[config.mk]
export PLATFORM = sky130hd
export DESIGN_NAME = pic_program_interrupt_control
export DESIGN_NICKNAME = d
export VERILOG_FILES = /design/src/pic_pkg.sv /design/src/pic_priority_scan.sv /design/src/pic_program_interrupt_control.sv
export VERILOG_INCLUDE_DIRS = /design/src
export SDC_FILE = /design/constraint.sdc
export NUM_CORES = 1
export LEC_CHECK = 0
export ABC_AREA = 1
export ABC_CLOCK_PERIOD_IN_PS = 1800
export BUFFER_PORTS_ARGS = -buffer_cell sky130_fd_sc_hd__buf_2
export CAP_MARGIN = 15
export CORE_AREA = 2 2 123 125
export DETAILED_ROUTE_END_ITERATION = 8
export DIE_AREA = 0 0 125 127
export PLACE_DENSITY = 0.76
export SYNTH_ARGS = -nofsm -noshare
export SYNTH_HDL_FRONTEND = slang
export SYNTH_SLANG_ARGS = --single-unit
[constraint.sdc]
create_clock -name sys_clk -period 1.8 [get_ports sys_clk]
set_clock_uncertainty 0.05 [all_clocks]
set_input_delay 0.09 -clock sys_clk [delete_from_list [all_inputs] [get_ports sys_clk]]
set_output_delay 0.09 -clock sys_clk [all_outputs]
set_load 0.02 [all_outputs]
[src/pic_params.svh]
// Offsets, field positions, codes and limits of the program interrupt control
`ifndef PIC_PARAMS_SVH
`define PIC_PARAMS_SVH

// Mask bit positions
`define PIC_MB_EXT_BASE     0
`define PIC_MB_CHAN_BASE    4
`define PIC_MB_CLOCK        8
`define PIC_MB_EXPBCD       9
`define PIC_MB_ARITH        10
`define PIC_MB_SEARCH       11
`define PIC_MASK_RESET      12'h0000

// Pending vector layout
`define PIC_IDX_ARITH       0
`define PIC_IDX_DIVIDE      1
`define PIC_IDX_EXPONENT    2
`define PIC_IDX_DECIMAL     3
`define PIC_IDX_EXT_BASE    4
`define PIC_IDX_CHAN_BASE   36
`define PIC_IDX_SEARCH      40
`define PIC_IDX_CLOCK       41
`define PIC_IDX_MANUAL      42
`define PIC_IDX_ASSOC       43
`define PIC_SOURCES         44

// Condition codes stored in the low half of the code word
`define PIC_CODE_CHAN_BASE  12'h0040
`define PIC_CODE_CLOCK      12'h0048
`define PIC_CODE_ARITH      12'h0049
`define PIC_CODE_SEARCH     12'h004D
`define PIC_CODE_MANUAL     12'h004E
`define PIC_CODE_ASSOC      12'h004F

// Fixed save and entry addresses
`define PIC_SAVE_ADDR       15'h0004
`define PIC_ENTRY_ADDR      15'h0005

// Exponent limit, two to the tenth minus one
`define PIC_EXP_LIMIT       12'h03FF

`endif

[src/pic_pkg.sv]
// Types shared by the program interrupt control modules
package pic_pkg;
    typedef logic [11:0] pic_code_t;
    typedef enum logic [1:0] {
        PIC_OFF,
        PIC_ARMED,
        PIC_ON
    } pic_enable_e;
endpackage

[src/pic_priority_scan.sv]
// Fixed priority scan of gated interrupt sources into a condition code
`include "pic_params.svh"
module pic_priority_scan
    import pic_pkg::*;
(
    input  wire logic [`PIC_SOURCES-1:0] active,
    output logic                         anyActive,
    output pic_code_t                    code
);
    pic_code_t codeTable [`PIC_SOURCES];

    // Code of every source, one entry per position
    genvar g;
    generate
        for (g = 0; g < `PIC_SOURCES; g++) begin : gCode
            if (g < `PIC_IDX_EXT_BASE) begin : gFault
                assign codeTable[g] = `PIC_CODE_ARITH + 12'(g);
            end else if (g < `PIC_IDX_CHAN_BASE) begin : gExt
                // Octal line digit above channel digit
                assign codeTable[g] = 12'(((g - 4) % 8) * 8 + (g - 4) / 8);
            end else if (g < `PIC_IDX_SEARCH) begin : gChan
                assign codeTable[g] = `PIC_CODE_CHAN_BASE + 12'(g - `PIC_IDX_CHAN_BASE);
            end else if (g == `PIC_IDX_SEARCH) begin : gSearch
                assign codeTable[g] = `PIC_CODE_SEARCH;
            end else if (g == `PIC_IDX_CLOCK) begin : gClock
                assign codeTable[g] = `PIC_CODE_CLOCK;
            end else if (g == `PIC_IDX_MANUAL) begin : gManual
                assign codeTable[g] = `PIC_CODE_MANUAL;
            end else begin : gAssoc
                assign codeTable[g] = `PIC_CODE_ASSOC;
            end
        end
    endgenerate

    // Scan from the top down so the lowest position is written last and wins
    always_comb begin
        anyActive = 1'b0;
        code      = 12'h0000;
        for (int i = `PIC_SOURCES - 1; i >= 0; i--) begin
            if (active[i]) begin
                anyActive = 1'b1;
                code      = codeTable[i];
            end
        end
    end
endmodule

[src/pic_program_interrupt_control.sv]
// Program interrupt control: fault capture, mask, enable and recognition at fetch
`include "pic_params.svh"
module pic_program_interrupt_control
    import pic_pkg::*;
(
    input  wire logic        sys_clk,
    input  wire logic        reset,
    input  wire logic        addCheck,
    input  wire logic        addSignA,
    input  wire logic        addSignB,
    input  wire logic        addSignSum,
    input  wire logic        divCheck,
    input  wire logic [47:0] divDividendHigh,
    input  wire logic [47:0] divDivisor,
    input  wire logic        expCheck,
    input  wire logic [11:0] expResult,
    input  wire logic        decimalTrap,
    input  wire logic [3:0]  chanBlockEnd,
    input  wire logic [3:0]  chanDisconnect,
    input  wire logic        searchDone,
    input  wire logic        moveDone,
    input  wire logic [23:0] clockTime,
    input  wire logic [23:0] clockTarget,
    input  wire logic [31:0] extRequest,
    input  wire logic        manualPress,
    input  wire logic        assocRequest,
    input  wire logic        maskSet,
    input  wire logic        maskClear,
    input  wire logic        flagClear,
    input  wire logic        senseRequest,
    input  wire logic [11:0] operand,
    input  wire logic        enableRequest,
    input  wire logic        disableRequest,
    input  wire logic        fetchPoint,
    input  wire logic [14:0] programAddress,
    output logic [11:0]      interruptGateMask,
    output logic             interruptTaken,
    output logic [14:0]      savedAddress,
    output logic [14:0]      saveLocation,
    output pic_code_t        conditionCode,
    output logic [14:0]      entryAddress,
    output logic             senseHit,
    output logic             interruptsOn
);
    logic [3:0]               faultFlag;   // Arith, divide, exponent, decimal
    logic [3:0]               chanFlag;
    logic                     searchFlag;
    logic                     clockFlag;
    logic                     manualFlag;
    logic                     assocFlag;
    logic                     clockMatchLast;
    pic_enable_e              enableState;
    logic [`PIC_SOURCES-1:0]  pending;
    logic [`PIC_SOURCES-1:0]  gated;
    logic [11:0]              groupPending;
    logic                     anyActive;
    pic_code_t                scanCode;
    logic                     recognize;
    logic [3:0]               faultEvent;
    logic [3:0]               faultWipe;
    logic [3:0]               chanWipe;
    logic                     clockMatch;
    logic                     clockEvent;
    logic [11:0]              wipeSel;
    logic [11:0]              expMag;

    // Fault detection from the arithmetic core
    assign expMag = expResult[11] ? 12'(-expResult) : expResult;
    assign faultEvent[0] = addCheck & (addSignA == addSignB) & (addSignSum != addSignA);
    assign faultEvent[1] = divCheck & (divDivisor <= divDividendHigh);
    assign faultEvent[2] = expCheck & (expMag > `PIC_EXP_LIMIT);
    assign faultEvent[3] = decimalTrap;

    // Clock fires once per arrival at target, not for every cycle it sits there
    assign clockMatch = (clockTime == clockTarget);
    assign clockEvent = clockMatch & ~clockMatchLast;

    // Selective clear by instruction or by sensing; channel flags by instruction only
    assign wipeSel = (flagClear | senseRequest) ? operand : 12'h0000;
    assign faultWipe = {{2{wipeSel[`PIC_MB_EXPBCD]}}, {2{wipeSel[`PIC_MB_ARITH]}}};
    assign chanWipe  = flagClear ? operand[`PIC_MB_CHAN_BASE +: 4] : 4'h0;

    // Raw pending vector in scan order
    assign pending = {assocFlag, manualFlag, clockFlag, searchFlag, chanFlag,
                      extRequest, faultFlag};

    // Mask gating per channel
    genvar c;
    generate
        for (c = 0; c < 4; c++) begin : gChanGate
            assign gated[`PIC_IDX_EXT_BASE + 8*c +: 8] =
                pending[`PIC_IDX_EXT_BASE + 8*c +: 8] & {8{interruptGateMask[`PIC_MB_EXT_BASE + c]}};
            assign gated[`PIC_IDX_CHAN_BASE + c] =
                pending[`PIC_IDX_CHAN_BASE + c] & interruptGateMask[`PIC_MB_CHAN_BASE + c];
            assign groupPending[`PIC_MB_EXT_BASE + c]  = |extRequest[8*c +: 8];
            assign groupPending[`PIC_MB_CHAN_BASE + c] = chanFlag[c];
        end
    endgenerate

    // Remaining groups; manual and associated bypass the mask
    assign gated[1:0] = faultFlag[1:0] & {2{interruptGateMask[`PIC_MB_ARITH]}};
    assign gated[3:2] = faultFlag[3:2] & {2{interruptGateMask[`PIC_MB_EXPBCD]}};
    assign gated[`PIC_IDX_SEARCH] = searchFlag & interruptGateMask[`PIC_MB_SEARCH];
    assign gated[`PIC_IDX_CLOCK]  = clockFlag & interruptGateMask[`PIC_MB_CLOCK];
    assign gated[`PIC_IDX_MANUAL] = manualFlag;
    assign gated[`PIC_IDX_ASSOC]  = assocFlag;

    assign groupPending[`PIC_MB_CLOCK]  = clockFlag;
    assign groupPending[`PIC_MB_EXPBCD] = |faultFlag[3:2];
    assign groupPending[`PIC_MB_ARITH]  = |faultFlag[1:0];
    assign groupPending[`PIC_MB_SEARCH] = searchFlag;

    pic_priority_scan uScan (
        .active    (gated),
        .anyActive (anyActive),
        .code      (scanCode)
    );

    // Taken only at the fetch point so the current instruction is never started
    assign recognize = fetchPoint & (enableState == PIC_ON) & anyActive;

    // Internal fault flags; a new fault wins over a clear in the same cycle
    always_ff @(posedge sys_clk) begin
        if (reset) begin
            faultFlag <= 4'h0;
        end else begin
            faultFlag <= (faultFlag & ~faultWipe) | faultEvent;
        end
    end

    // Channel, search/move and clock flags
    always_ff @(posedge sys_clk) begin
        if (reset) begin
            chanFlag       <= 4'h0;
            searchFlag     <= 1'b0;
            clockFlag      <= 1'b0;
            clockMatchLast <= 1'b0;
        end else begin
            chanFlag       <= (chanFlag & ~chanWipe) | chanBlockEnd | chanDisconnect;
            searchFlag     <= (searchFlag & ~wipeSel[`PIC_MB_SEARCH]) | searchDone | moveDone;
            clockFlag      <= (clockFlag & ~wipeSel[`PIC_MB_CLOCK]) | clockEvent;
            clockMatchLast <= clockMatch;
        end
    end

    // Unmasked sources cleared by their own recognition
    always_ff @(posedge sys_clk) begin
        if (reset) begin
            manualFlag <= 1'b0;
            assocFlag  <= 1'b0;
        end else begin
            manualFlag <= (manualFlag & ~(recognize & scanCode == `PIC_CODE_MANUAL)) | manualPress;
            assocFlag  <= (assocFlag & ~(recognize & scanCode == `PIC_CODE_ASSOC)) | assocRequest;
        end
    end

    // Mask register; set wins if both select a bit
    always_ff @(posedge sys_clk) begin
        if (reset) begin
            interruptGateMask <= `PIC_MASK_RESET;
        end else begin
            interruptGateMask <= (interruptGateMask & ~(maskClear ? operand : 12'h0000))
                               | (maskSet ? operand : 12'h0000);
        end
    end

    // Global enable; armed enable goes live after one more instruction
    always_ff @(posedge sys_clk) begin
        if (reset) begin
            enableState <= PIC_OFF;
        end else if (recognize || disableRequest) begin
            enableState <= PIC_OFF;
        end else if (enableRequest) begin
            enableState <= PIC_ARMED;
        end else begin
            unique case (enableState)
                PIC_OFF:   enableState <= PIC_OFF;
                PIC_ARMED: enableState <= fetchPoint ? PIC_ON : PIC_ARMED;
                PIC_ON:    enableState <= PIC_ON;
            endcase
        end
    end

    // Recognition outputs toward the core
    always_ff @(posedge sys_clk) begin
        if (reset) begin
            interruptTaken <= 1'b0;
            savedAddress   <= 15'h0000;
            conditionCode  <= 12'h0000;
        end else begin
            interruptTaken <= recognize;
            if (recognize) begin
                savedAddress  <= programAddress;
                conditionCode <= scanCode;
            end
        end
    end

    // Sense answer, independent of the mask
    always_ff @(posedge sys_clk) begin
        if (reset) begin
            senseHit <= 1'b0;
        end else if (senseRequest) begin
            senseHit <= |(groupPending & operand);
        end
    end

    // Fixed addresses and enable status
    assign saveLocation = `PIC_SAVE_ADDR;
    assign entryAddress = `PIC_ENTRY_ADDR;
    assign interruptsOn = (enableState == PIC_ON);
endmodule

==> results of run 1 <==
## per-stage QoR
step / hold WS, ns / std cells
final: -0.00316 / 1244
after global routing: 0.00269 / 1242
after floorplan: 0.117 / 716
after detailed placement: 0.228 / 1194
after global placement: 0.225 / 1194
after CTS: 0.000135 / 1236
## per-layer routing
metal	vias to the layer above	GRT usage, %	share of wire [%]
li1	2958	-	-
met1	2641	24.9	41
met2	240	36.0	49
met3	29	3.48	8.1
met4	0	5.36	2.1
met5	-	0	0
## report_power, final
group	switching, W	total (W)	internal, W	leakage, nW
Combinational	0.000751	0.00146	0.000707	3.66
Clock	0.000421	0.00112	0.000699	0.0875
Sequential	0.0000383	0.00120	0.00116	0.424
## placed cells by master, fill, tap and decap left out, drive strengths merged, types with 13 or more instances in the layout
master and n:
conb 35, dlygate4sd3 16, inv 102, dfxtp 51
nand3 15, o21ai 38, nand2 183, xnor2 13
buf 364, ha 50, a21oi 52, nor2 33
a22o 17
## sequential cells by signal, summed over array words and instances, names as in the netlist
name	flops
interruptTaken	1
conditionCode	7
chanFlag	4
savedAddress	15
manualFlag	1
enableState	2
senseHit	1
assocFlag	1
searchFlag	1
clockMatchLast	1
faultFlag	4
interruptGateMask	12
clockFlag	1
## area by class of cell
cell class	instances	share of cell area (%)
repair buffers	380	31.1
clock buffers	6	1.87
diodes	2	0.0672
inverters	102	5.26
well taps	184	3.09
multi-input cells	517	43.9
clock inverters	2	0.521
flip-flops and latches	51	14.2
## final timing paths
check | start | end | slack [ns]
worst min register to register | clockMatchLast | clockFlag | 0.37
worst min-delay path | manualPress | manualFlag | -0.003
worst max register to register | interruptGateMask[4] | conditionCode[3] | -0.43
worst max-delay path | interruptGateMask[4] | conditionCode[3] | -0.43
## kinds of logic after synthesis
group / synth area share, %
DFF: 22.4
other: 0.165
and+or+nand+nor: 26.7
buffers and inverters: 15.9
adders and majority gates: 13.7
AOI/OAI and AO/OA: 18.6
xor gates and xnor gates: 2.50
## worst reg2reg max path: cells and delay by family, from the launching register on
family           cells  cell delay [ns]
and+or+nand+nor     35             1.81
DFF                  1             0.35
## what timing repair did
item | CTS | global route
pin swaps | 10 | 29
buffers inserted | 17 | 5
gates resized for setup | 30 | 67
gates cloned | 1 | 1
endpoints found under the hold margin | 17 | 0
endpoints found under the setup margin | 28 | 28
hold buffers | 16 | 0
==> flow_summary.toml, run 1 <==
[run_status]
outcome = "finished with violations"
failed_checks = "negative hold slack, negative setup slack"

[die]
count_of_pins_on_the_block_boundary = 315
floorplan.initialDensity_pct = 31.6
fp.dieH_um = 127
rows = 44
design.die.area_sq_um = 15900
design.core.area_sq_um = 14400
die_x_um = 125

[detailed_routing]
ant_nets = 0
avgViaCountPerCell = 4.72
wirelength_um = 17100
drc = 0
first_iter_violations = 326
route.vias.total = 5868
wire_per_inst_um = 13.8
detailedRoute.firstPassIterationCount = 5

[worst_setup_path]
cp.required_ns = 1.99
critical_path.top_delay_family = "simple AND/OR/NAND/NOR gates"
worst_path_largest_cell_delay_ns = 0.35
worstSetupPathDepth = 35
critical_path_buf_inv_count = 0
master_of_the_slowest_instance_on_the_critical_path = "sky130_fd_sc_hd__dfxtp_4"
worst_r2r_path_depth = 35
arrival_ns = 2.42
critPathMaxFanout = 2
setup.worst_path.end_class = "flop"
critical_path.startpoint_type = "flop"
worst_path_most_repeated_cell = "sky130_fd_sc_hd__nand2_1"
worstSetupPathType = "flop to flop"

[clock_tree]
htree_levels = 2
ctsRootBufferMaster = "sky130_fd_sc_hd__clkbuf_16"
tritoncts.num_buffers = 5
clock_insertion_delay_worst_skew_ns = 0.29
clock_sinks = 51
cts_tree = "built"
worst_setup_hold_path_clk_slew_ns = 0.07
clock_path_buffers = 2

[finish]
multiInputGateArea_sq_um = 3270
area_delta_synth_final_pct = 63.6
post_route_cells_drive_above_1_share_pct = 45.3
final_core_util_pct = 51.6
final_net_count = 1350
final.fill_count = 1383
seqCellArea_sq_um = 1060
design_area_sq_um = 7440

[timing]
worst_slack_ns = -0.432
final-hold-violation-count = 1
rsz0062_at_grt = "true"
slew_violations = 0
setup-violations-final = 25
final.period_utilization_pct = 124
hold_ws_ns = -0.00316
setup-tns-final_ns = -4.20
period_needed_ns = 2.23
clock.fmax_ghz = 0.448

[global_routing]
grt_use_total_pct = 20.1
antenna_violations_before_repair = 2
grt_pass1_wl_um = 26300
grt_start_max_net_pins = 29
via_count_of_the_first_global_routing_pass = 5684
globalRouteOverflowTotal = 0

[hold_path]
hold_class = "input port to flop"
hold_path_cell_cnt = 3

[synthesis]
synth-seq-area-share_pct = 22.4
ys_async_sr_fraction_pct = 0
syn_avg_cell_area_sq_um = 6.66
ys_ff_latch = 51
synthCells = 683
synthesis_warning_total = 0
ys_dominant_reg_cell = "sky130_fd_sc_hd__dfxtp_1"
synth_top_cell_area_share_pct = 22.4
post-synth-top-count-cell = "sky130_fd_sc_hd__nand2_1"
synth.distinct_cells = 43
mappedNetlistArea_sq_um = 4550
synthTopCellsByArea = "sky130_fd_sc_hd__dfxtp_1 22%, sky130_fd_sc_hd__nand2_1 14%, sky130_fd_sc_hd__ha_1 14%"
synth.largest_area_cell = "sky130_fd_sc_hd__dfxtp_1"
synth.top_cells.by_count = "172 x sky130_fd_sc_hd__nand2_1, 97 x sky130_fd_sc_hd__inv_1, 52 x sky130_fd_sc_hd__a21oi_1"
synth-edff-count = 0

[power_and_ir_drop]
leak_nw = 4.17
power_dens_cells_nw_per_um2 = 508
power.ir.vdd_worst_mv = 0.344
power_w = 0.00378

[place]
port_buffers = 279
routabilityCongestion = 0.905
post-dp-hpwl_um = 13500
placement.setup.worst_slack_ns = -0.453
placedInstanceArea_sq_um = 6520

[run]
max_cap_viol = 0
Power figures use the tool's default switching activity.
==> inputs of run 2 (changes only) <==
--- a/config.mk
+++ b/config.mk
@@ -13,6 +13,7 @@
 export CORE_AREA = 2 2 123 125
 export DETAILED_ROUTE_END_ITERATION = 8
 export DIE_AREA = 0 0 125 127
+export GPL_TIMING_DRIVEN = 0
 export PLACE_DENSITY = 0.76
 export SYNTH_ARGS = -nofsm -noshare
 export SYNTH_HDL_FRONTEND = slang
==> run 2 against run 1 <==
Compared with the run above: clock power barely moved; sequential power barely moved; the run still ends with negative hold slack, negative setup slack left; flip-flop and latch count did not move; combinational power fell by 3%.
==> flow_summary.toml, run 2 (synthesis gave the netlist of run 1 again) <==
[clock_tree]
tritoncts.num_buffers = 5
clock_insertion_delay_worst_skew_ns = 0.29
clock_sinks = 51
htree_levels = 2
clock_path_buffers = 2
cts_tree = "built"
ctsRootBufferMaster = "sky130_fd_sc_hd__clkbuf_16"
worst_setup_hold_path_clk_slew_ns = 0.08

[finish]
post_route_cells_drive_above_1_share_pct = 43.6
layout.cells.most_common_list = "272 x sky130_fd_sc_hd__buf_2, 148 x sky130_fd_sc_hd__nand2_1, 92 x sky130_fd_sc_hd__inv_1"
layout_top_registers = "savedAddress (15), interruptGateMask (12), conditionCode (7)"
design_area_sq_um = 7260
final_net_count = 1340
final.fill_count = 1421
registers.top_by_ff_count = "savedAddress"
area_delta_synth_final_pct = 59.5
most_common_cell_after_layout_fill_and_taps_aside = "sky130_fd_sc_hd__buf_2"
instances_no_fill = 1234
largest_register_ff_count = 15

[timing]
clock.fmax_ghz = 0.442
final.period_utilization_pct = 126
slew_violations = 0
setup-violations-final = 26
period_needed_ns = 2.26
rsz0062_at_grt = "true"
final-hold-violation-count = 1
timing.max_slew.rel_slack_pct = 54.9
hold_ws_ns = -0.000762
worst_slack_ns = -0.463
actual_slew_at_the_worst_max_slew_pin_ns = 0.667

[die]
die_x_um = 125
design.core.area_sq_um = 14400
rows = 44
design.die.area_sq_um = 15900
count_of_pins_on_the_block_boundary = 315
floorplan.initialDensity_pct = 31.6
fp.dieH_um = 127

[hold_path]
hold_class = "input port to flop"

[worst_setup_path]
critical_path.startpoint_type = "flop"
critPathMaxFanout = 2
worstSetupPathType = "flop to flop"
worst_path_largest_cell_delay_ns = 0.34
arrival_ns = 2.40
critical_path.top_delay_family = "simple AND/OR/NAND/NOR gates"
master_of_the_slowest_instance_on_the_critical_path = "sky130_fd_sc_hd__dfxtp_2"
worst_path_most_repeated_cell = "sky130_fd_sc_hd__nand2_1"
critical_path_buf_inv_count = 0
setup.worst_path.end_class = "flop"
cp.required_ns = 1.94

[global_routing]
grt_start_max_net_pins = 17
antenna_violations_before_repair = 2
grt_pass1_wl_um = 25400
via_count_of_the_first_global_routing_pass = 5597
grt_use_total_pct = 19.4
globalRouteOverflowTotal = 0

[place]
placedInstanceArea_sq_um = 6400
routabilityCongestion = 0.895
port_buffers = 279
dpl.cell_count = 1179
post-dp-hpwl_um = 13500

[run_status]
failed_checks = "negative hold slack, negative setup slack"
outcome = "finished with violations"

[power_and_ir_drop]
power_dens_cells_nw_per_um2 = 510
power.ir.vdd_worst_mv = 0.501
power_w = 0.00370
leak_nw = 4.09

[detailed_routing]
wirelength_um = 16600
avgViaCountPerCell = 4.63
wire_per_inst_um = 13.4
first_iter_violations = 251
detailedRoute.firstPassIterationCount = 6
drc = 0
ant_nets = 0
route.vias.total = 5709

[run]
max_cap_viol = 0
run 2: power by group:
part / switching [W] / internal (W)
clock: 0.000448 / 0.000645
combinational: 0.000734 / 0.000677
sequential: 0.0000341 / 0.00117
run 2: repair_timing:
item,CTS,global route
pin swaps,17,19
gates resized for setup,49,29
hold buffers,18,0
setup endpoints to repair,28,28
endpoints found under the hold margin,18,0
cloned,2,0
setup buffers,19,6
run 2: metrics by stage:
stage / setup TNS, ns / worst slack (ns) / hold WS [ns] / utilization [%]
floorplan: -1.54 / -0.251 / 0.117 / -
global placement: -8.41 / -0.528 / 0.227 / 44.4
detailed placement: -8.28 / -0.589 / 0.238 / 44.4
CTS: -6.98 / -0.478 / 0.00291 / 48.9
global route: -9.65 / -0.831 / 0.0164 / 50.3
finish: -6.05 / -0.463 / -0.000762 / 50.3
run 2: worst reg2reg max path, delay by kind of cell, from the launching register on:
family	cells	cell delay (ns)
and+or+nand+nor	35	1.77
DFF	1	0.34
run 2: final timing paths:
| check | start | to | slack, ns | depth (start not counted) |
|---|---|---|---|---|
| max | chanFlag[3] | conditionCode[3] | -0.46 | 35 |
| min | divCheck | faultFlag[1] | -0.0008 | 3 |
| max reg2reg | chanFlag[3] | conditionCode[3] | -0.46 | 35 |
| min reg2reg | clockMatchLast | clockFlag | 0.36 | 1 |
run 2: layout make-up:
class / instances / area, sq um / share of cell area, %
inverters: 102 / 384 / 5.29
flip-flops and latches: 51 / 1060 / 14.6
repair buffers: 324 / 1840 / 25.4
plain buffers: 47 / 375 / 5.17
clock buffers: 7 / 164 / 2.26
multi-input cells: 516 / 3190 / 44.0
diodes: 2 / 5.00 / 0.0689
clock inverters: 1 / 8.76 / 0.121
well taps: 184 / 230 / 3.17
run 2: per-layer routing:
| metal | vias to the layer above | share of wire [%] | GRT usage (%) |
|---|---|---|---|
| met5 | - | 0 | 0 |
| met4 | 0 | 2.6 | 5.69 |
| met3 | 28 | 6.2 | 3.43 |
| met2 | 209 | 48 | 34.5 |
| met1 | 2535 | 43 | 24.0 |
| li1 | 2937 | - | - |
==> inputs of run 3 (changes only) <==
--- a/config.mk
+++ b/config.mk
@@ -8,13 +8,13 @@
 export LEC_CHECK = 0
 export ABC_AREA = 1
 export ABC_CLOCK_PERIOD_IN_PS = 1800
-export BUFFER_PORTS_ARGS = -buffer_cell sky130_fd_sc_hd__buf_2
 export CAP_MARGIN = 15
-export CORE_AREA = 2 2 123 125
+export CORE_AREA = 2 2 122 124
 export DETAILED_ROUTE_END_ITERATION = 8
-export DIE_AREA = 0 0 125 127
+export DIE_AREA = 0 0 124 126
+export DONT_BUFFER_PORTS = 1
 export GPL_TIMING_DRIVEN = 0
-export PLACE_DENSITY = 0.76
+export PLACE_DENSITY = 0.57
 export SYNTH_ARGS = -nofsm -noshare
 export SYNTH_HDL_FRONTEND = slang
 export SYNTH_SLANG_ARGS = --single-unit
==> run 3 against run 2 <==
Compared with the run above: the run ends with negative setup slack left; critical path depth did not move; count of clock-buffer cells in the layout rose by 1; combinational power fell by 21%; sequential share of layout area rose by 2.5 points; non-clock buffer count fell by 251; fmax fell by 4.0%; flip-flop and latch count did not move; routed wire length fell by 7.3%; worst setup slack got worse by 0.095 ns; total power fell by 9.1%; register-to-register slack got worse by 0.095 ns; sequential power rose by 3%; critical endpoint unchanged; largest power group is now registers.
==> flow_summary.toml, run 3 (synthesis gave the netlist of run 1 again) <==
[hold_path]
hold_path_end = "faultFlag[2]"
worstHoldStart = "expCheck"
hold_path_cell_cnt = 2
hold_class = "input port to flop"

[detailed_routing]
avgViaCountPerCell = 4.86
route.vias.total = 4772
wirelength_um = 15400
detailedRoute.firstPassIterationCount = 4
ant_nets = 0
wire_per_inst_um = 15.7
met1Wirelength_um = 6440
first_iter_violations = 279
highest-signal-layer = "met4"
routed-wl-met2_um = 7430
wl_met3_um = 1400
drc = 0

[place]
port_buffers = 0
post-dp-hpwl_um = 12200
routabilityCongestion = 0.814
placedInstanceArea_sq_um = 5010

[finish]
design_area_sq_um = 6180
multiInputGateArea_sq_um = 3250
most_common_cell_after_layout_fill_and_taps_aside = "sky130_fd_sc_hd__nand2_1"
post_route_cells_drive_above_1_share_pct = 21.3
layout_top_registers = "savedAddress (15), interruptGateMask (12), conditionCode (7)"
registers.top_by_ff_count = "savedAddress"
largest_register_ff_count = 15
seqCellArea_sq_um = 1060
final.fill_count = 1468
layout.cells.most_common_list = "138 x sky130_fd_sc_hd__nand2_1, 96 x sky130_fd_sc_hd__inv_1, 53 x sky130_fd_sc_hd__dlygate4sd3_1"
final_net_count = 1089
area_delta_synth_final_pct = 35.8
n_antenna_cell = 0

[global_routing]
via_count_of_the_first_global_routing_pass = 4458
grt_pass1_wl_um = 22200
globalRouteOverflowTotal = 0
grt_use_total_pct = 18.0
antenna_violations_before_repair = 0
grt_start_max_net_pins = 16

[timing]
actual_slew_at_the_worst_max_slew_pin_ns = 0.795
clock.fmax_ghz = 0.424
period_needed_ns = 2.36
slew_violations = 0
setup-violations-final = 26
final-hold-violation-count = 0
rsz0062_at_grt = "true"
worst_slack_ns = -0.558
hold_ws_ns = 0.00248
timing.max_slew.rel_slack_pct = 46.3
final.period_utilization_pct = 131

[run_status]
outcome = "finished with violations"
failed_checks = "negative setup slack"

[worst_setup_path]
arrival_ns = 2.49
critical_path_buf_inv_count = 0
reg2reg_slack_ns = -0.56
critPathMaxFanout = 3
worst_r2r_path_depth = 35
worst_path_most_repeated_cell = "sky130_fd_sc_hd__nand2_1"
rr_endpoint = "conditionCode[3]"
critical_path.startpoint_type = "flop"
worst_path_largest_cell_delay_ns = 0.42
r2r-start = "interruptGateMask[5]"
critical_path.top_delay_family = "simple AND/OR/NAND/NOR gates"
master_of_the_slowest_instance_on_the_critical_path = "sky130_fd_sc_hd__dfxtp_4"
setup.worst_path.end_class = "flop"
worstSetupPathType = "flop to flop"
cp.required_ns = 1.94

[clock_tree]
ctsRootBufferMaster = "sky130_fd_sc_hd__clkbuf_16"
cts_tree = "built"
clock_insertion_delay_worst_skew_ns = 0.29
worst_setup_hold_path_clk_slew_ns = 0.07
tritoncts.num_buffers = 5
clock_path_buffers = 2
clock_sinks = 51
htree_levels = 2

[die]
floorplan.initialDensity_pct = 31.8
design.die.area_sq_um = 15600
rows = 44
design.core.area_sq_um = 14300
fp.dieH_um = 126
die_x_um = 124
count_of_pins_on_the_block_boundary = 315

[power_and_ir_drop]
power.ir.vdd_worst_mv = 0.355
power_dens_cells_nw_per_um2 = 545
leak_nw = 3.13
power_w = 0.00337

[run]
max_cap_viol = 0
[run 3: routing by layer]
metal	up-vias	GRT usage, %
met4	0	2.58
met3	8	4.21
met2	194	30.7
met5	-	0
li1	2424	-
met1	2146	23.7
[run 3: how the worst max path moves through the flow]
stage / start / endpoint / slack [ns] / depth (start not counted)
finish: interruptGateMask[5] / conditionCode[3] / -0.56 / 35
global route: interruptGateMask[5] / conditionCode[3] / -0.84 / 35
CTS: interruptGateMask[5] / conditionCode[3] / -0.54 / 35
detailed placement: interruptGateMask[4] / conditionCode[3] / -0.58 / 35
global placement: interruptGateMask[4] / conditionCode[3] / -0.58 / 35
floorplan: interruptGateMask[6] / conditionCode[3] / -0.25 / 35
[run 3: final cells by class]
cell class / instances / area share [%]
tap: 184 / 3.72
multi-input combinational: 516 / 52.5
buffer: 47 / 6.19
inverter: 102 / 6.21
timing repair buffer: 73 / 11.7
clock buffer: 8 / 2.55
sequential: 51 / 17.1
[run 3: stage by stage]
| step | util, % | cells | setup slack, ns | TNS [ns] |
|---|---|---|---|---|
| 6_report | 43.2 | 981 | -0.558 | -6.16 |
| 5_1_grt | 43.2 | 981 | -0.836 | -9.79 |
| 4_1_cts | 41.0 | 971 | -0.544 | -7.37 |
| 2_1_floorplan | - | 716 | -0.251 | -1.54 |
| 3_3_place_gp | 35.0 | 900 | -0.581 | -9.67 |
| 3_5_place_dp | 35.0 | 900 | -0.584 | -9.42 |
[run 3: power by group]
part | switching [W] | total [W] | internal (W) | leakage, nW
Combinational | 0.000593 | 0.00111 | 0.000519 | 2.63
Sequential | 0.0000726 | 0.00124 | 0.00116 | 0.424
Clock | 0.000418 | 0.00102 | 0.000602 | 0.0763
[run 3: repair_timing]
action                     CTS  global route
setup endpoints to repair   27            29
hold buffers                54             0
pin swaps                   10            25
cloned                       1             3
setup buffers                8             7
hold endpoints to repair    41             0
gates resized for setup     25            66
